==> config.mk <==
export PLATFORM = sky130hd
export DESIGN_NAME = cpc_top
export DESIGN_NICKNAME = d
export VERILOG_FILES = /design/src/verilog/cpc_top.v /design/src/verilog/cpc_cal_timer.v
export VERILOG_INCLUDE_DIRS = /design/src /design/src/verilog
export SDC_FILE = /design/constraint.sdc
export NUM_CORES = 1
export LEC_CHECK = 0
export BUFFER_PORTS_ARGS = -buffer_cell sky130_fd_sc_hd__buf_2
export CAP_MARGIN = 10
export CORE_UTILIZATION = 35
export DETAILED_ROUTE_END_ITERATION = 16
export MAX_ROUTING_LAYER = met4
export PLACE_DENSITY = 0.58
export SLEW_MARGIN = 20
export SYNTH_ARGS = -nofsm -noshare
export SYNTH_HDL_FRONTEND = slang
export SYNTH_SLANG_ARGS = --single-unit
==> constraint.sdc <==
create_clock -name mclk -period 10.25 [get_ports mclk]
set_input_delay 0 -clock mclk [delete_from_list [all_inputs] [get_ports mclk]]
set_output_delay 0 -clock mclk [all_outputs]
set_load 0.1 [all_outputs]
==> src/verilog/cpc_regs.vh <==
// register map, field layout and timing constants of the synthesizer control
// ----------------------------------------------------------------------------
// How it works
// - code 0 gives 868.3 MHz, codes k=1-10 give 906+2(k-1) MHz, rest reserved
// - eight-bit carrier number, reset zero, used when channel mode is off
// - three-bit band field in bits 2:0, upper bits read-only zero
// - cf_cal_start write of one runs calibration, cleared within 25 us
// - cf_cal_state bits 4:0 follow the synthesizer while calibration runs, read/write otherwise
// - delay_cal_start runs 10 us then clears at once
// - bit 7 of the monitor register is the read-only lock flag, reset zero
// - entry to transceiver-off from sleep, reset, power-on starts tuning
// - filter_tune_start set-only bit 7; reserved 6:4 reset 101, r/w
// - filter_tune_start clears by hardware within 25 us of start
// - band zero uses channel field, bands 1-5 use carrier number
// - bands 1-3 step 0.1 MHz, bands 4-5 step 1 MHz, 6-7 reserved
// ----------------------------------------------------------------------------
`ifndef CPC_REGS_VH
`define CPC_REGS_VH

// ----------------------------------------------------------------------------
// register offsets
// ----------------------------------------------------------------------------
`define CPC_ADDR_CHANNEL 8'h08
`define CPC_ADDR_MONITOR 8'h11
`define CPC_ADDR_CARRIER 8'h13
`define CPC_ADDR_BAND 8'h14
`define CPC_ADDR_FTUNE 8'h18
`define CPC_ADDR_CFCAL 8'h1A
`define CPC_ADDR_DCAL 8'h1B

// ----------------------------------------------------------------------------
// field positions
// ----------------------------------------------------------------------------
`define CPC_START_BIT 7
`define CPC_LOCK_BIT 7
`define CPC_CH_HI 4
`define CPC_BAND_HI 2
`define CPC_CFST_HI 4
`define CPC_RSV_HI 6
`define CPC_CF_RSV_LO 5
`define CPC_DC_RSV_LO 0
`define CPC_FT_RSV_LO 0

// ----------------------------------------------------------------------------
// reset values
// ----------------------------------------------------------------------------
`define CPC_RST_CHANNEL 5'h00
`define CPC_RST_CARRIER 8'h00
`define CPC_RST_BAND 3'h0
`define CPC_RST_CFST 5'h00
`define CPC_RST_CF_RSV 2'h2
`define CPC_RST_DC_RSV 7'h40
`define CPC_RST_FT_RSV 7'h50

// ----------------------------------------------------------------------------
// frequency plan, units of 100 kHz
// ----------------------------------------------------------------------------
`define CPC_CH_MAX 5'h0A
`define CPC_F_CH0 14'h21EB
`define CPC_F_CH1 14'h2364
`define CPC_F_CH_STEP 14'h0014
`define CPC_F_BAND1 14'h1E0A
`define CPC_F_BAND2 14'h217A
`define CPC_F_BAND3 14'h2346
`define CPC_F_BAND4 14'h1E0A
`define CPC_F_BAND5 14'h208A
`define CPC_F_MHZ_STEP 14'h000A

// ----------------------------------------------------------------------------
// timing
// ----------------------------------------------------------------------------
`define CPC_CLK_MHZ 10
`define CPC_CF_MAX_US 25
`define CPC_DC_RUN_US 10
`define CPC_FT_MAX_US 25

`endif

==> src/verilog/cpc_top.v <==
// synthesizer channel, band and calibration control registers
`include "cpc_regs.vh"
`default_nettype none

module cpc_top (
  input wire mclk,
  input wire rst_n,
  input wire [7:0] reg_addr,
  input wire reg_we,
  input wire reg_re,
  input wire [7:0] reg_wdata,
  output reg [7:0] reg_rdata_r,
  input wire synth_lock_pin,
  input wire cf_cal_done,
  input wire [4:0] cf_cal_state_in,
  input wire filter_tune_done,
  input wire transceiver_off_state_entry,
  output reg cf_cal_run_r,
  output reg delay_cal_run_r,
  output reg filter_tune_run_r,
  output reg [13:0] carrier_freq_r,
  output reg carrier_valid_r,
  output reg [4:0] cf_cal_state_r
);

  // --------------------------------------------------------------------------
  // timing counts
  // --------------------------------------------------------------------------
  // limits count system clocks from the edge that takes the start
  localparam integer CF_CYC = `CPC_CF_MAX_US * `CPC_CLK_MHZ;
  localparam integer DC_CYC = `CPC_DC_RUN_US * `CPC_CLK_MHZ;
  localparam integer FT_CYC = `CPC_FT_MAX_US * `CPC_CLK_MHZ;
  localparam integer CAL_CF = 0;
  localparam integer CAL_DC = 1;
  localparam integer CAL_FT = 2;

  // --------------------------------------------------------------------------
  // reset release and pin synchroniser
  // --------------------------------------------------------------------------
  reg rst_meta_r;
  reg rst_sync_r;
  reg lock_meta_r;
  reg lock_sync_r;

  always @(posedge mclk or negedge rst_n) begin
    if (!rst_n) begin
      rst_meta_r <= 1'b0;
      rst_sync_r <= 1'b0;
    end else begin
      rst_meta_r <= 1'b1;
      rst_sync_r <= rst_meta_r;
    end
  end

  // lock comes from the analog loop, so it is retimed before use
  always @(posedge mclk or negedge rst_sync_r) begin
    if (!rst_sync_r) begin
      lock_meta_r <= 1'b0;
      lock_sync_r <= 1'b0;
    end else begin
      lock_meta_r <= synth_lock_pin;
      lock_sync_r <= lock_meta_r;
    end
  end

  // --------------------------------------------------------------------------
  // register storage
  // --------------------------------------------------------------------------
  reg [4:0] channel_r;
  reg [7:0] carrier_number_r;
  reg [2:0] band_select_r;
  reg [1:0] cf_rsv_r;
  reg [6:0] dc_rsv_r;
  reg [6:0] ft_rsv_r;
  reg synth_lock_flag_r;

  // --------------------------------------------------------------------------
  // write decode
  // --------------------------------------------------------------------------
  wire wr_channel;
  wire wr_carrier;
  wire wr_band;
  wire wr_ftune;
  wire wr_cfcal;
  wire wr_dcal;
  wire start_bit;
  wire [2:0] cal_start;
  wire [2:0] cal_done;
  wire [2:0] cal_busy;

  assign wr_channel = reg_we && (reg_addr == `CPC_ADDR_CHANNEL);
  assign wr_carrier = reg_we && (reg_addr == `CPC_ADDR_CARRIER);
  assign wr_band = reg_we && (reg_addr == `CPC_ADDR_BAND);
  assign wr_ftune = reg_we && (reg_addr == `CPC_ADDR_FTUNE);
  assign wr_cfcal = reg_we && (reg_addr == `CPC_ADDR_CFCAL);
  assign wr_dcal = reg_we && (reg_addr == `CPC_ADDR_DCAL);
  assign start_bit = reg_wdata[`CPC_START_BIT];

  always @(posedge mclk or negedge rst_sync_r) begin
    if (!rst_sync_r) begin
      channel_r <= `CPC_RST_CHANNEL;
      carrier_number_r <= `CPC_RST_CARRIER;
      band_select_r <= `CPC_RST_BAND;
      synth_lock_flag_r <= 1'b0;
    end else begin
      synth_lock_flag_r <= lock_sync_r;
      if (wr_channel) begin
        channel_r <= reg_wdata[`CPC_CH_HI:0];
      end
      if (wr_carrier) begin
        carrier_number_r <= reg_wdata;
      end
      if (wr_band) begin
        band_select_r <= reg_wdata[`CPC_BAND_HI:0];
      end
    end
  end

  // reserved fields are stored as written; software keeps them intact,
  // so a careless write changes what later reads return
  always @(posedge mclk or negedge rst_sync_r) begin
    if (!rst_sync_r) begin
      cf_rsv_r <= `CPC_RST_CF_RSV;
      dc_rsv_r <= `CPC_RST_DC_RSV;
      ft_rsv_r <= `CPC_RST_FT_RSV;
    end else begin
      if (wr_cfcal) begin
        cf_rsv_r <= reg_wdata[`CPC_RSV_HI:`CPC_CF_RSV_LO];
      end
      if (wr_dcal) begin
        dc_rsv_r <= reg_wdata[`CPC_RSV_HI:`CPC_DC_RSV_LO];
      end
      if (wr_ftune) begin
        ft_rsv_r <= reg_wdata[`CPC_RSV_HI:`CPC_FT_RSV_LO];
      end
    end
  end

  // --------------------------------------------------------------------------
  // centre-frequency calibration state
  // --------------------------------------------------------------------------
  // while the loop runs the synthesizer owns the value, so its update
  // wins over a software write in the same cycle
  always @(posedge mclk or negedge rst_sync_r) begin
    if (!rst_sync_r) begin
      cf_cal_state_r <= `CPC_RST_CFST;
    end else if (cal_busy[CAL_CF]) begin
      cf_cal_state_r <= cf_cal_state_in;
    end else if (wr_cfcal) begin
      cf_cal_state_r <= reg_wdata[`CPC_CFST_HI:0];
    end
  end

  // --------------------------------------------------------------------------
  // calibration sequencers
  // --------------------------------------------------------------------------
  assign cal_start[CAL_CF] = wr_cfcal && start_bit;
  assign cal_start[CAL_DC] = wr_dcal && start_bit;
  assign cal_start[CAL_FT] = (wr_ftune && start_bit) || transceiver_off_state_entry;
  assign cal_done[CAL_CF] = cf_cal_done;
  assign cal_done[CAL_DC] = 1'b0;
  assign cal_done[CAL_FT] = filter_tune_done;

  // the delay loop has no done input and always runs its full time
  genvar gi;
  generate
    for (gi = 0; gi < 3; gi = gi + 1) begin : g_cal
      cpc_cal_timer #(
        .RUN_CYC((gi == CAL_DC) ? DC_CYC : ((gi == CAL_CF) ? CF_CYC : FT_CYC)),
        .USE_DONE((gi == CAL_DC) ? 0 : 1)
      ) u_timer (
        .mclk(mclk),
        .rst_n(rst_sync_r),
        .start(cal_start[gi]),
        .done(cal_done[gi]),
        .busy_r(cal_busy[gi])
      );
    end
  endgenerate

  // --------------------------------------------------------------------------
  // run outputs
  // --------------------------------------------------------------------------
  always @(posedge mclk or negedge rst_sync_r) begin
    if (!rst_sync_r) begin
      cf_cal_run_r <= 1'b0;
      delay_cal_run_r <= 1'b0;
      filter_tune_run_r <= 1'b0;
    end else begin
      cf_cal_run_r <= cal_busy[CAL_CF];
      delay_cal_run_r <= cal_busy[CAL_DC];
      filter_tune_run_r <= cal_busy[CAL_FT];
    end
  end

  // --------------------------------------------------------------------------
  // carrier frequency, units of 100 kHz
  // --------------------------------------------------------------------------
  reg [13:0] freq_nxt;
  reg valid_nxt;
  wire [13:0] num_w;
  wire [13:0] ch_w;
  wire [13:0] ch_step;
  wire [13:0] mhz_step;

  assign num_w = {6'h00, carrier_number_r};
  assign ch_w = {9'h000, channel_r};
  assign ch_step = (ch_w - 14'h0001) * `CPC_F_CH_STEP;
  assign mhz_step = num_w * `CPC_F_MHZ_STEP;

  always @* begin
    freq_nxt = 14'h0000;
    valid_nxt = 1'b0;
    case (band_select_r)
      3'h0: begin
        if (channel_r == 5'h00) begin
          freq_nxt = `CPC_F_CH0;
          valid_nxt = 1'b1;
        end else if (channel_r <= `CPC_CH_MAX) begin
          freq_nxt = `CPC_F_CH1 + ch_step;
          valid_nxt = 1'b1;
        end
      end
      3'h1: begin
        freq_nxt = `CPC_F_BAND1 + num_w;
        valid_nxt = 1'b1;
      end
      3'h2: begin
        freq_nxt = `CPC_F_BAND2 + num_w;
        valid_nxt = 1'b1;
      end
      3'h3: begin
        freq_nxt = `CPC_F_BAND3 + num_w;
        valid_nxt = 1'b1;
      end
      3'h4: begin
        freq_nxt = `CPC_F_BAND4 + mhz_step;
        valid_nxt = 1'b1;
      end
      3'h5: begin
        freq_nxt = `CPC_F_BAND5 + mhz_step;
        valid_nxt = 1'b1;
      end
      default: begin
        freq_nxt = 14'h0000;
        valid_nxt = 1'b0;
      end
    endcase
  end

  // numbers outside a band's printed range still compute; only the
  // reserved channel codes and bands drop the valid flag
  always @(posedge mclk or negedge rst_sync_r) begin
    if (!rst_sync_r) begin
      carrier_freq_r <= 14'h0000;
      carrier_valid_r <= 1'b0;
    end else begin
      carrier_freq_r <= freq_nxt;
      carrier_valid_r <= valid_nxt;
    end
  end

  // --------------------------------------------------------------------------
  // read port
  // --------------------------------------------------------------------------
  reg [7:0] rdata_nxt;
  wire [7:0] rd_channel;
  wire [7:0] rd_monitor;
  wire [7:0] rd_carrier;
  wire [7:0] rd_band;
  wire [7:0] rd_ftune;
  wire [7:0] rd_cfcal;
  wire [7:0] rd_dcal;

  // start bits read the live busy level, so software can poll them
  assign rd_channel = {3'h0, channel_r};
  assign rd_monitor = {synth_lock_flag_r, 7'h00};
  assign rd_carrier = carrier_number_r;
  assign rd_band = {5'h00, band_select_r};
  assign rd_ftune = {cal_busy[CAL_FT], ft_rsv_r};
  assign rd_cfcal = {cal_busy[CAL_CF], cf_rsv_r, cf_cal_state_r};
  assign rd_dcal = {cal_busy[CAL_DC], dc_rsv_r};

  always @* begin
    rdata_nxt = 8'h00;
    case (reg_addr)
      `CPC_ADDR_CHANNEL: rdata_nxt = rd_channel;
      `CPC_ADDR_MONITOR: rdata_nxt = rd_monitor;
      `CPC_ADDR_CARRIER: rdata_nxt = rd_carrier;
      `CPC_ADDR_BAND: rdata_nxt = rd_band;
      `CPC_ADDR_FTUNE: rdata_nxt = rd_ftune;
      `CPC_ADDR_CFCAL: rdata_nxt = rd_cfcal;
      `CPC_ADDR_DCAL: rdata_nxt = rd_dcal;
      default: rdata_nxt = 8'h00;
    endcase
  end

  // read data holds until the next read strobe
  always @(posedge mclk or negedge rst_sync_r) begin
    if (!rst_sync_r) begin
      reg_rdata_r <= 8'h00;
    end else if (reg_re) begin
      reg_rdata_r <= rdata_nxt;
    end
  end

endmodule // cpc_top

`default_nettype wire

==> src/verilog/cpc_cal_timer.v <==
// one calibration run: busy from start until done or the cycle limit
`default_nettype none

module cpc_cal_timer #(
  parameter integer RUN_CYC = 250,
  parameter integer USE_DONE = 1
) (
  input wire mclk,
  input wire rst_n,
  input wire start,
  input wire done,
  output reg busy_r
);

  reg [15:0] cnt_r;
  wire last;

  assign last = (cnt_r == RUN_CYC[15:0] - 16'h0001) ||
                ((USE_DONE != 0) && done);

  always @(posedge mclk or negedge rst_n) begin
    if (!rst_n) begin
      busy_r <= 1'b0;
      cnt_r <= 16'h0000;
    end else if (!busy_r) begin
      // a start while running is ignored below, so nothing restarts
      if (start) begin
        busy_r <= 1'b1;
        cnt_r <= 16'h0000;
      end
    end else if (last) begin
      busy_r <= 1'b0;
    end else begin
      cnt_r <= cnt_r + 16'h0001;
    end
  end

endmodule // cpc_cal_timer

`default_nettype wire

### Yosys cells after proc, flatten, opt, wreduce, memory -nomap -nowiden

Index checks and enable logic that the tools add are counted.

| word-level totals | value |
|---|---|
| flip-flop bits (word level) | 119 |
| input port bits | 29 |
| output and inout port bits | 31 |
| word-level logic and storage cells | 104 |

| cells by class | value |
|---|---|
| add/sub/neg operators | 10 |
| multiply operators | 2 |
| order comparisons | 1 |
| equality and inequality tests | 18 |
| multiplexer cells | 27 |
| reduce and logical (&&, ||, !) cells | 22 |

Operator list:

| kind | count |
|---|---|
| two-way mux 16 bit | 9 |
| case mux 14 bit (6 select lines) | 1 |
| case mux 8 bit (7 select lines) | 1 |
| adder 16 x 1 -> 16 bit (second input constant) | 3 |
| == test 8 x 5 -> 1 bit (second input constant) | 6 |
| == test 16 x 8 -> 1 bit (second input constant) | 2 |
| adder 14 x 8 -> 14 bit (first input constant) | 2 |
| two-way mux 14 bit | 2 |
| == test 16 x 7 -> 1 bit (second input constant) | 1 |
| adder 13 x 12 -> 14 bit (first input constant) | 1 |
| adder 13 x 8 -> 14 bit (first input constant) | 1 |
| adder 14 x 12 -> 14 bit (first input constant) | 1 |
| adder 14 bit (first input constant) | 1 |
| multiplier 14 x 3 -> 12 bit (second input constant) | 1 |
| multiplier 8 x 3 -> 11 bit (second input constant) | 1 |
| two-way mux 1 bit | 11 |
| two-way mux 5 bit | 2 |
| logical AND 1 bit | 9 |
| == test 8 x 4 -> 1 bit (second input constant) | 1 |
| nonzero test 2 bit | 4 |
| == test 3 x 2 -> 1 bit (second input constant) | 2 |
| == test 3 bit (second input constant) | 2 |
| inequality test 2 bit (second input constant) | 3 |
| AND reduction 2 bit | 3 |
| 8 further kinds | 10 |

### Depth between registers and ports, before layout

Gate-level depths: netlist (run 1).

| logic depth | value |
|---|---|
| word-level depth | 6 |
| depth in mapped cells | 13 |
| depth with buffers taken out | 13 |

### Hierarchy

A second synthesis (run 1) with hierarchy kept.

| unflattened totals | value |
|---|---|
| cells, all modules | 784 |
| area, all modules | 7592.3 sq um |

By module, submodules not included:

| module | instances | cells each | area each (sq um) | sequential area each (sq um) |
|---|---|---|---|---|
| cpc_top | 1 | 472 | 4584.4 | 1706.6 |
| cpc_cal_timer at g_cal[0].u_timer ... | 2 | 101 | 977.2 | 425.4 |
| cpc_cal_timer at g_cal[1].u_timer | 1 | 110 | 1053.5 | 425.4 |

### Worst setup path before layout (run 1)

Ideal clock, no wire load.

| timing | value |
|---|---|
| kind | register -> register |
| start point | register channel_r[0] |
| end point | register carrier_freq_r[10] |
| library setup time | 0.126 ns |
| data arrival time | 3.505 ns |
| required time | 10.124 ns |
| path slack | 6.619 ns |
| cell stages (with the launch flop) | 14 |
| path buffers | 0 |
| period minus slack after synthesis | 3.631 ns |
| cells stage by stage | dfrtp_1 -> inv_1 -> ha_1 -> nand2_1 -> xnor2_1 -> ha_1 -> fa_1 -> a21o_1 -> a21o_1 -> ha_1 -> or3_1 -> xnor2_1 -> xnor2_1 -> a221o_1 |

| on the way | value |
|---|---|
| longest elaborated chain between the ends | 6 |
| elaborated cells on any way between the ends | 8 |
| classes of those cells | add/sub: 2; mul: 1; order compare: 1; mux: 3; reduce/logical: 1 |

RTL lines:

| item | line | text |
|---|---|---|
| start: declaration | cpc_top.v:69 | `reg [4:0] channel_r;` |
| start signal: assignment | cpc_top.v:101 | `` channel_r <= `CPC_RST_CHANNEL; `` |
| start signal: assignment | cpc_top.v:108 | `` channel_r <= reg_wdata[`CPC_CH_HI:0]; `` |
| subtractor 5 x 1 -> 6 bit | cpc_top.v:208 | `` assign ch_step = (ch_w - 14'h0001) * `CPC_F_CH_STEP; `` |
| multiplier 14 x 3 -> 12 bit (no line) | n/a |  |
| adder 14 bit (no line) | n/a |  |
| two-way mux 14 bit | cpc_top.v:219 | `` end else if (channel_r <= `CPC_CH_MAX) begin `` |
| two-way mux 14 bit * | cpc_top.v:216 | `if (channel_r == 5'h00) begin` |
| case mux 14 bit (6 select lines) * | cpc_top.v:214 | `case (band_select_r)` |
| via freq_nxt[10] | cpc_top.v:199 | `reg [13:0] freq_nxt;` |
| end signal: assignment | cpc_top.v:258 | `carrier_freq_r <= freq_nxt;` |
| end: declaration | cpc_top.v:21 | `output reg [13:0] carrier_freq_r,` |

Mark *: on every way through the listed nets, which the timed path passes. The rest lies on a longest branch.
A chain may end at the register's enable or synchronous reset.

### Worst setup path in the final report (run 1)

Ends and elaborated chain as after synthesis.

==> results of run 1 <==
==> critical path, delay by kind of cell (launching register included) <==
kind,cells,cell delay (ns)
AOI/OAI and AO/OA,3,0.73
xor gates and xnor gates,3,0.47
adders and majority gates,4,1.43
buffers and inverters,1,0.16
DFF,1,0.43
and+or+nand+nor,2,0.60
==> sequential cells by signal (all words and copies together), names as in the netlist, 2 cells and up <==
| register | flops |
|---|---|
| channel_r | 5 |
| g_cal.u_timer.busy_r | 3 |
| g_cal.u_timer.cnt_r | 48 |
| cf_rsv_r | 2 |
| ft_rsv_r | 7 |
| cf_cal_state_r | 5 |
| reg_rdata_r | 8 |
| carrier_freq_r | 14 |
| carrier_number_r | 8 |
| band_select_r | 3 |
| dc_rsv_r | 7 |
==> layout by cell type, fill, tap and decap left out, drive strengths merged, types with 7 or more instances in the layout <==
cell,instances
nor3,22
a21oi,31
and3,19
o21ai,66
clkbuf,25
nand2b,11
nand3,23
a221oi,7
xor2,25
nand4,8
xnor2,29
buf,61
o22ai,7
nor2,67
dlygate4sd3,22
inv,26
dfrtp,115
a31oi,10
nor2b,9
mux2i,11
ha,32
mux2,40
a22oi,9
nand2,60
==> what timing repair did <==
action,4_1_cts,5_1_grt
endpoints found under the hold margin,48,0
setup endpoints to repair,0,0
hold buffers,22,0
resized for setup,0,0
==> logic make-up (layout without fill, tap and decap cells) <==
family	after synthesis	after routing	share of synthesized area, %
simple gates	258	258	18.7
other cells	1	1	0.0523
mux	51	51	7.81
xor+xnor	54	54	6.59
flops	119	119	41.6
buf+inv	51	140	2.93
fa+ha+maj	35	35	6.28
compound gates	177	177	16.0
==> metrics by stage <==
step	hold slack, ns	utilization (%)	power, mW	worst slack [ns]	instances
6_report	0.0425	42.3	1.76	6.30	1105
5_1_grt	0.0508	42.3	1.85	6.10	1105
4_1_cts	0.0304	42.3	1.77	6.31	1105
3_5_place_dp	-0.215	38.2	1.16	6.33	1051
3_3_place_gp	-0.212	38.2	1.15	6.42	1051
2_1_floorplan	-0.296	-	1.04	6.62	746
==> worst max-delay path by stage <==
stage | start | to | cells past startpoint
CTS | channel_r[0] | carrier_freq_r[10] | 13
detailed placement | channel_r[0] | carrier_freq_r[10] | 13
global route | channel_r[0] | carrier_freq_r[13] | 13
finish | channel_r[0] | carrier_freq_r[10] | 13
floorplan | channel_r[0] | carrier_freq_r[10] | 13
global placement | channel_r[0] | carrier_freq_r[10] | 13
==> per-layer routing <==
| metal | vias up | routed length, um | track usage, % |
|---|---|---|---|
| li1 | 2875 | - | - |
| met2 | 137 | 8270 | 27.7 |
| met4 | 0 | 198 | 5.74 |
| met1 | 2827 | 8450 | 23.7 |
| met3 | 14 | 737 | 3.68 |
| met5 | - | 0 | - |
==> final cells by class <==
cell class	count	area, um^2
clock inverters	7	93.8
multi-input cells	576	3980
clock buffers	25	495
inverters	25	93.8
fillers	2004	11600
well taps	270	338
repair buffers	83	531
flip-flops and latches	119	2990
==> power groups by stage <==
stage / logic (mW) / registers, mW / clock network, mW
floorplan: 0.276 / 0.769 / 0
global placement: 0.550 / 0.603 / 0
detailed placement: 0.555 / 0.604 / 0
CTS: 0.568 / 0.596 / 0.609
global route: 0.609 / 0.607 / 0.632
finish: 0.566 / 0.596 / 0.598
==> flow_metrics.tcl, run 1 <==
set metrics [dict create \
    outcome "finished, final reports clean" \
    gp_congestion 0.861 \
    synthDistinctLibCells 73 \
    synth-seq-cells 119 \
    final.min_clock_period_ns 3.95 \
    cts_num_sinks 119 \
    cp.arrival_ns 4.25 \
    finalHoldViolations 0 \
    dieArea_mm2 0.0211 \
    via_count 5853 \
    synth_common_cells "dfrtp_1, nor2_1, o21ai_0" \
    combPwrFrac_pct 32.2 \
    setup_viol 0 \
    antenna_left 0 \
    path_cells "inv_1 > ha_1 > nand2_1 > xnor2_1 > ha_1 > fa_1 > a21o_1 > a21o_1 > ha_1 > or3_1 > xnor2_1 > xnor2_1 > a221o_1" \
    cap_violations 0 \
    relSlewSlack_pct 38.2 \
    worst_slew_pin_slew_ns 0.916 \
    r2r_slack_ns 6.30 \
    min_to "reg_rdata_r[2]" \
    grt_start_max_net_pins 67 \
    intPower_mw 1.10 \
    drtPass1Iterations 5 \
    sw_frac_of_total_pct 37.7 \
    post-synth-top-count-cell "dfrtp_1" \
    fin_nets 885 \
    final_cell_area_mm2 0.00852 \
    drtIter0Drc 287 \
    drt_wl_total_mm 17.7 \
    power_frac_seq_pct 33.9 \
    syn-cell-area_mm2 0.00718 \
    cts_buffers 17 \
    async_flop_share_pct 100 \
    initial_core_util_pct 35.6 \
    worstPathRequired_ns 10.54 \
    grt_pass1_vias 5686 \
    grt.total_usage_pct 18.0 \
    hold_path_depth 4 \
    cts_setup_buffers 0 \
    hold_start "reg_addr[2]" \
    vias_per_cell 5.30 \
    antennaDiodeCount 0 \
    r2r_end "carrier_freq_r[10]" \
    synth.area.top_cells "dfrtp_1, mux2_2, ha_1, o21ai_0, xnor2_1" \
    antenna_found_initial 0 \
    rsz0062_at_grt "false" \
    ir_worst_vdd_uv 121 \
    hold_path_class "input pin to flop" \
    cts_root_buf "clkbuf_16" \
    cp_slowest_stage_delay_ns 0.47 \
    cts.clk_slew.worst_paths_ns 0.06 \
    place_hpwl_mm 12.5 \
    drc 0 \
    clockBufferDepth 2 \
    synth_top_area_share_pct 40.1 \
    grt_pass1_wl_mm 29.2 \
    switchingPower_mw 0.663 \
    r2r_cells 13 \
    die_w_um 145 \
    leakage_nw 3.75 \
    fp.coreArea_mm2 0.0202 \
    reg2reg_from "channel_r[0]" \
    crit_path_top_delay_cell "fa_1" \
    area_growth_pct 18.7 \
    synth.net_count 809 \
    fmax_ghz 0.253 \
    overflow 0 \
    synth_edf_count 0 \
    maxSlewViolCount 0 \
    drive_gt1_share_pct 18.2 \
    ys_warn_count 0 \
    critPathKind "flop to flop" \
    boundaryPins 60 \
    dpl_cell_area_mm2 0.00771 \
    startpoint_type "flop" \
    place.port_buffers 59 \
    p_per_area_mw_per_mm2 206 \
    skew_ns 0.0134 \
    syn-mean-instance-area_um2 9.62 \
    end_kind "flop" \
    std_cell_rows 52 \
    netlist_instances 746 \
    synth_area_leader_cell "dfrtp_1" \
    power_frac_clock_pct 34.0 \
    path_max_fanout 6 \
    ys_seq_area_share_pct 41.6 \
    cts_tree "done" \
    tns_ns 0 \
    synth_ff_type "dfrtp_1" \
    finalCritPeriodShare_pct 38.6 \
    clock_latency_ns 0.41 \
    dieHeight_um 145 \
    h-tree-depth 4 \
    routedWlPerCell_um 16.0 \
]
Note: power is estimated with default switching activity, not from simulation.
==> run 2, diff against run 1 <==
--- a/config.mk
+++ b/config.mk
@@ -6,6 +6,7 @@
 export SDC_FILE = /design/constraint.sdc
 export NUM_CORES = 1
 export LEC_CHECK = 0
+export ABC_AREA = 1
 export BUFFER_PORTS_ARGS = -buffer_cell sky130_fd_sc_hd__buf_2
 export CAP_MARGIN = 10
 export CORE_UTILIZATION = 35
==> constraint.sdc (replaced) <==
create_clock -name mclk -period 3.8 [get_ports mclk]
set_input_delay 0 -clock mclk [delete_from_list [all_inputs] [get_ports mclk]]
set_output_delay 0 -clock mclk [all_outputs]
set_load 0.1 [all_outputs]
==> run 2 against run 1 <==
  * Combinational power up 150%
  * Global-route usage increased by 1.8 points
  * Die area grew 5.8%
  * Clock power grew 150%
  * Sequential power rose by 140%
  * Fmax increased by 18%
  * Flip-flop and latch count unchanged
  * Setup slack worse by 5.9 ns
  * Count of clock-buffer cells in the layout decreased by 1
  * Sequential share of layout area shrank 1.5 points
  * Worst hold slack got worse by 0.041 ns
  * Synthesized area grew 5.9%
  * Largest power group unchanged
  * Highest routed layer unchanged
==> flow_metrics.tcl, run 2 <==
set metrics [dict create \
    std_cell_rows 53 \
    combPwrFrac_pct 32.4 \
    cts_setup_buffers 0 \
    ys_warn_count 0 \
    startpoint_type "flop" \
    cts_buffers 17 \
    clockBufferDepth 2 \
    syn-cell-area_mm2 0.00760 \
    die_w_um 149 \
    routedWlPerCell_um 14.3 \
    synth_common_cells "nand2_1, inv_1, dfrtp_1" \
    power_frac_seq_pct 33.3 \
    r2r_cells 19 \
    clock_latency_ns 0.42 \
    syn-mean-instance-area_um2 7.34 \
    gp_congestion 0.921 \
    hold_slack_ns 0.00168 \
    synth_area_leader_cell "dfrtp_1" \
    finalHoldViolations 0 \
    ys_seq_area_share_pct 39.2 \
    overflow 0 \
    synth_edf_count 0 \
    worst_slew_pin_slew_ns 0.817 \
    drc 0 \
    synth.area.top_cells "dfrtp_1, nand2_1, nand3_1, inv_1, o21ai_0" \
    maxSlewViolCount 0 \
    boundaryPins 60 \
    antenna_found_initial 0 \
    dp_cells 1354 \
    via_count 7069 \
    synth_top_area_share_pct 37.9 \
    reg2reg_from "channel_r[0]" \
    grt.total_usage_pct 19.8 \
    hold_path_class "input pin to flop" \
    place_hpwl_mm 15.0 \
    area_growth_pct 17.1 \
    critPathKind "flop to flop" \
    layout_common_cells "nand2_1, inv_1, dfrtp_1, nand3_1, o21ai_0" \
    h-tree-depth 4 \
    setup_viol 0 \
    relSlewSlack_pct 45.1 \
    min_to "carrier_number_r[0]" \
    cts_root_buf "clkbuf_16" \
    path_max_fanout 6 \
    drive_gt1_share_pct 9.92 \
    rsz0062_at_grt "false" \
    dieHeight_um 149 \
    netlist_instances 1035 \
    layout_commonest_cell "nand2_1" \
    r2r_slack_ns 0.44 \
    p_per_area_mw_per_mm2 484 \
    end_kind "flop" \
    fp.coreArea_mm2 0.0212 \
    post-synth-top-count-cell "nand2_1" \
    cts_num_sinks 119 \
    synthDistinctLibCells 43 \
    finalNonFillerCells 1404 \
    cp.arrival_ns 3.65 \
    drtIter0Drc 327 \
    largest_register_ffs 48 \
    fin_nets 1179 \
    total_power_mw 4.31 \
    grt_pass1_vias 6669 \
    hold_path_depth 3 \
    leakage_nw 4.33 \
    synth_ff_type "dfrtp_1" \
    vias_per_cell 5.03 \
    hold_start "reg_wdata[0]" \
    fillers 2183 \
    top_register "g_cal.u_timer.cnt_r" \
    synth-seq-cells 119 \
    async_flop_share_pct 100 \
    antennaDiodeCount 0 \
    top_regs "g_cal.u_timer.cnt_r (48), carrier_freq_r (14)" \
    synth.net_count 1098 \
    final_cell_area_mm2 0.00890 \
    outcome "finished, final reports clean" \
    drt_wl_total_mm 20.1 \
    initial_core_util_pct 35.9 \
    final.min_clock_period_ns 3.36 \
    antenna_left 0 \
    worstPathRequired_ns 4.10 \
    r2r_end "carrier_freq_r[11]" \
    switchingPower_mw 1.70 \
    place.port_buffers 59 \
    fmax_ghz 0.298 \
    dieArea_mm2 0.0223 \
    grt_start_max_net_pins 99 \
    grt_pass1_wl_mm 33.4 \
    cts_tree "done" \
    ir_worst_vdd_uv 347 \
    dpl_cell_area_mm2 0.00819 \
    sw_frac_of_total_pct 39.5 \
    cap_violations 0 \
    cts.clk_slew.worst_paths_ns 0.06 \
    drtPass1Iterations 5 \
    tns_ns 0 \
    skew_ns 0.00814 \
    intPower_mw 2.61 \
    power_frac_clock_pct 34.2 \
    finalCritPeriodShare_pct 88.3 \
]
[run 2: changes by cell type in the layout (fill, tap and decap cells not counted), sizes merged, moves of 14 or more]
cell,delta
nand2,+213
mux2,-40
xnor2,-21
nor2,+14
inv,+101
o21ai,+22
nand4,+25
nand3,+82
and3,-19
[run 2: how the worst max path moves through the flow]
stage	slack (ns)	start	endpoint
2_1_floorplan	0.25	rst_sync_r	band_select_r[0]
3_3_place_gp	0.53	channel_r[0]	carrier_freq_r[13]
3_5_place_dp	0.44	channel_r[0]	carrier_freq_r[11]
4_1_cts	0.42	channel_r[0]	carrier_freq_r[11]
5_1_grt	0.11	channel_r[0]	carrier_freq_r[13]
6_report	0.44	channel_r[0]	carrier_freq_r[11]
[run 2: timing repair]
action / in CTS / in global routing
resized for setup: 0 / 0
hold buffers: 18 / 0
endpoints found under the hold margin: 47 / 0
[run 2: per-layer routing]
layer,track usage [%],vias up,routed length (um)
li1,-,3605,-
met1,26.2,3277,9670
met2,30.1,159,9290
met3,3.70,28,722
met4,6.89,0,417
met5,-,-,0
[run 2: final cells by class]
cell class                 instances  area [um^2]  share of cell area [%]
clock buffer                      24          482                    5.41
tap                              275          344                    3.87
timing repair buffer              78          495                    5.57
inverter                         130          488                    5.48
clock inverter                     8         50.0                   0.562
sequential                       119         2990                    33.6
multi-input combinational        770         4060                    45.6
[run 2: per-stage QoR]
stage | setup slack, ns | util, %
floorplan | 0.246 | -
global placement | 0.533 | 38.7
detailed placement | 0.441 | 38.7
CTS | 0.424 | 42.1
global route | 0.108 | 42.1
finish | 0.444 | 42.1
[run 2: power groups by stage]
| stage | clock network (mW) | logic (mW) | registers [mW] |
|---|---|---|---|
| 3_3_place_gp | 0 | 1.37 | 1.46 |
| 6_report | 1.47 | 1.40 | 1.44 |
| 3_5_place_dp | 0 | 1.38 | 1.46 |
| 4_1_cts | 1.50 | 1.40 | 1.44 |
| 2_1_floorplan | 0 | 0.679 | 1.88 |
| 5_1_grt | 1.56 | 1.56 | 1.45 |
[run 2: cell families after synthesis]
kind of cell / synth area share [%]
simple gates: 31.7
fa+ha+maj: 5.80
xor+xnor: 4.84
compound gates: 10.9
flops: 39.2
buf+inv: 7.39
other cells: 0.0493
[run 2: worst max-delay path: stages (launching register included)]
cell and delay [ns]:
dfrtp_1 0.43, inv_1 0.17, ha_1 0.25, nand3_1 0.14
nor2_1 0.15, inv_1 0.10, nand2_1 0.10, ha_1 0.24
ha_1 0.36, a21o_1 0.21, o21bai_1 0.15, ha_1 0.30
inv_1 0.10, nand3_1 0.16, nand2_1 0.11, nand2_1 0.05
nand3_1 0.06, nand2_1 0.05, inv_1 0.05, nand3_1 0.06
==> run 3, diff against run 2 <==
==> constraint.sdc (replaced) <==
create_clock -name mclk -period 3.8 [get_ports mclk]
set_input_delay 0.38 -clock mclk [delete_from_list [all_inputs] [get_ports mclk]]
set_output_delay 0.38 -clock mclk [all_outputs]
set_load 0.1 [all_outputs]
==> run 3 against run 2 <==
  * Utilization is 0.80 points lower
  * Combinational power hardly changed
  * Register-to-register slack hardly changed
  * Sequential power hardly changed
  * Worst hold slack better by 0.064 ns
==> flow_metrics.tcl, run 3 (synthesized netlist as in run 2, its figures left out) <==
set metrics [dict create \
    cts_root_buf "clkbuf_16" \
    setup_viol 0 \
    grt_pass1_vias 6555 \
    switchingPower_mw 1.69 \
    die_w_um 149 \
    drt_wl_total_mm 19.9 \
    h-tree-depth 4 \
    r2r_slack_ns 0.45 \
    fp.coreArea_mm2 0.0212 \
    hold_path_class "input pin to flop" \
    cts_tree "done" \
    grt_pass1_wl_mm 33.1 \
    top_register "g_cal.u_timer.cnt_r" \
    relSlewSlack_pct 43.5 \
    final.min_clock_period_ns 3.35 \
    leakage_nw 4.26 \
    maxSlewViolCount 0 \
    vias_per_cell 5.04 \
    worst_slew_pin_slew_ns 0.841 \
    cts.clk_slew.worst_paths_ns 0.06 \
    final_cell_area_mm2 0.00873 \
    via_count 6988 \
    power_frac_clock_pct 34.3 \
    combPwrFrac_pct 32.2 \
    grt_start_max_net_pins 99 \
    intPower_mw 2.60 \
    dpl_cell_area_mm2 0.00819 \
    cts_num_sinks 119 \
    drtIter0Drc 352 \
    antenna_left 0 \
    largest_register_ffs 48 \
    place.port_buffers 59 \
    p_per_area_mw_per_mm2 491 \
    postLayoutSetupSlackWorst_ns 0.451 \
    clock_latency_ns 0.42 \
    place_hpwl_mm 15.0 \
    std_cell_rows 53 \
    dieHeight_um 149 \
    finalCritPeriodShare_pct 88.1 \
    clockBufferDepth 2 \
    top_regs "g_cal.u_timer.cnt_r (48), carrier_freq_r (14)" \
    layout_common_cells "nand2_1, inv_1, dfrtp_1, nand3_1, o21ai_0" \
    cap_violations 0 \
    cts_buffers 17 \
    boundaryPins 60 \
    antenna_found_initial 0 \
    drc 0 \
    regArea_mm2 0.00299 \
    critPathKind "flop to flop" \
    post_cts_resized 0 \
    startpoint_type "flop" \
    overflow 0 \
    fmax_ghz 0.299 \
    fin_nets 1162 \
    dpl_worst_slack_ns 0.441 \
    gp_congestion 0.921 \
    finalHoldViolations 0 \
    rsz0062_at_grt "false" \
    outcome "finished, final reports clean" \
    drive_gt1_share_pct 10.1 \
    worstPathRequired_ns 4.09 \
    area_growth_pct 14.9 \
    cp.arrival_ns 3.64 \
    power_frac_seq_pct 33.5 \
    antennaDiodeCount 0 \
    grt.total_usage_pct 19.6 \
    tns_ns 0 \
    drtPass1Iterations 6 \
    routedWlPerCell_um 14.3 \
    end_kind "flop" \
    initial_core_util_pct 35.9 \
    skew_ns 0.00896 \
    layout_commonest_cell "nand2_1" \
    fillers 2198 \
    ir_worst_vdd_uv 340 \
    multi_input_area_mm2 0.00406 \
    path_max_fanout 6 \
    dieArea_mm2 0.0223 \
    sw_frac_of_total_pct 39.4 \
]
==> run 3: cell types whose count changed in the layout (fill, tap and decap cells not counted) <==
cell and delta:
dlygate4sd3_1 -17
==> run 3: path summary, 6_finish.rpt <==
path	start	end	cells after the start
min in group asynchronous	rst_sync_r	g_cal[2].u_timer.cnt_r[4]	0
max in group asynchronous	rst_sync_r	channel_r[1]	1
worst min register to register	rst_sync_r	g_cal[2].u_timer.cnt_r[4]	0
worst max-delay path	channel_r[0]	carrier_freq_r[11]	19
worst max register to register	channel_r[0]	carrier_freq_r[11]	19
worst min-delay path	synth_lock_pin	lock_meta_r	1
==> run 3: metrics by stage <==
stage / util, % / power (mW) / hold slack, ns / cells
finish: 41.3 / 4.29 / 0.0656 / 1387
CTS: 41.3 / 4.33 / 0.0500 / 1387
detailed placement: 38.7 / 2.84 / 0.167 / 1354
global placement: 38.7 / 2.83 / 0.165 / 1354
global route: 41.3 / 4.55 / 0.0515 / 1387
floorplan: - / 2.56 / 0.0844 / 1035
==> run 3: routing by layer <==
metal	vias up	wire length (um)	global-route usage (%)	share of wire, %
met2	145	9130	29.6	46
met5	-	0	-	0
met1	3237	9570	26.0	48
met4	0	410	6.89	2.1
li1	3578	-	-	-
met3	28	782	3.91	3.9
==> run 3: timing repair <==
item                                    in CTS  in global routing
endpoints found under the setup margin       0                  0
hold buffers                                 1                  0
buffers inserted                             0                  0
endpoints found under the hold margin        2                  0
==> run 3: power groups by stage <==
stage / combinational (mW) / clock, mW / sequential [mW]
after floorplan: 0.679 / 0 / 1.88
after global placement: 1.37 / 0 / 1.46
after detailed placement: 1.38 / 0 / 1.46
after CTS: 1.39 / 1.50 / 1.44
after global routing: 1.54 / 1.56 / 1.45
final: 1.38 / 1.47 / 1.43
==> run 3: layout make-up <==
class	instances	area share, %
sequential	119	34.2
clock buffer	24	5.52
timing repair buffer	61	3.73
clock inverter	8	0.573
tap	275	3.94
multi-input combinational	770	46.4
inverter	130	5.59
==> run 3: worst max-delay path, cell delays in order (launching register included) <==
cell	delay (ns)
dfrtp_1	0.43
inv_1	0.17
ha_1	0.25
nand3_1	0.14
nor2_1	0.15
inv_1	0.10
nand2_1	0.10
ha_1	0.24
ha_1	0.36
a21o_1	0.21
o21bai_1	0.15
ha_1	0.31
inv_1	0.10
nand3_1	0.16
nand2_1	0.11
nand2_1	0.05
nand3_1	0.06
nand2_1	0.05
inv_1	0.05
nand3_1	0.06
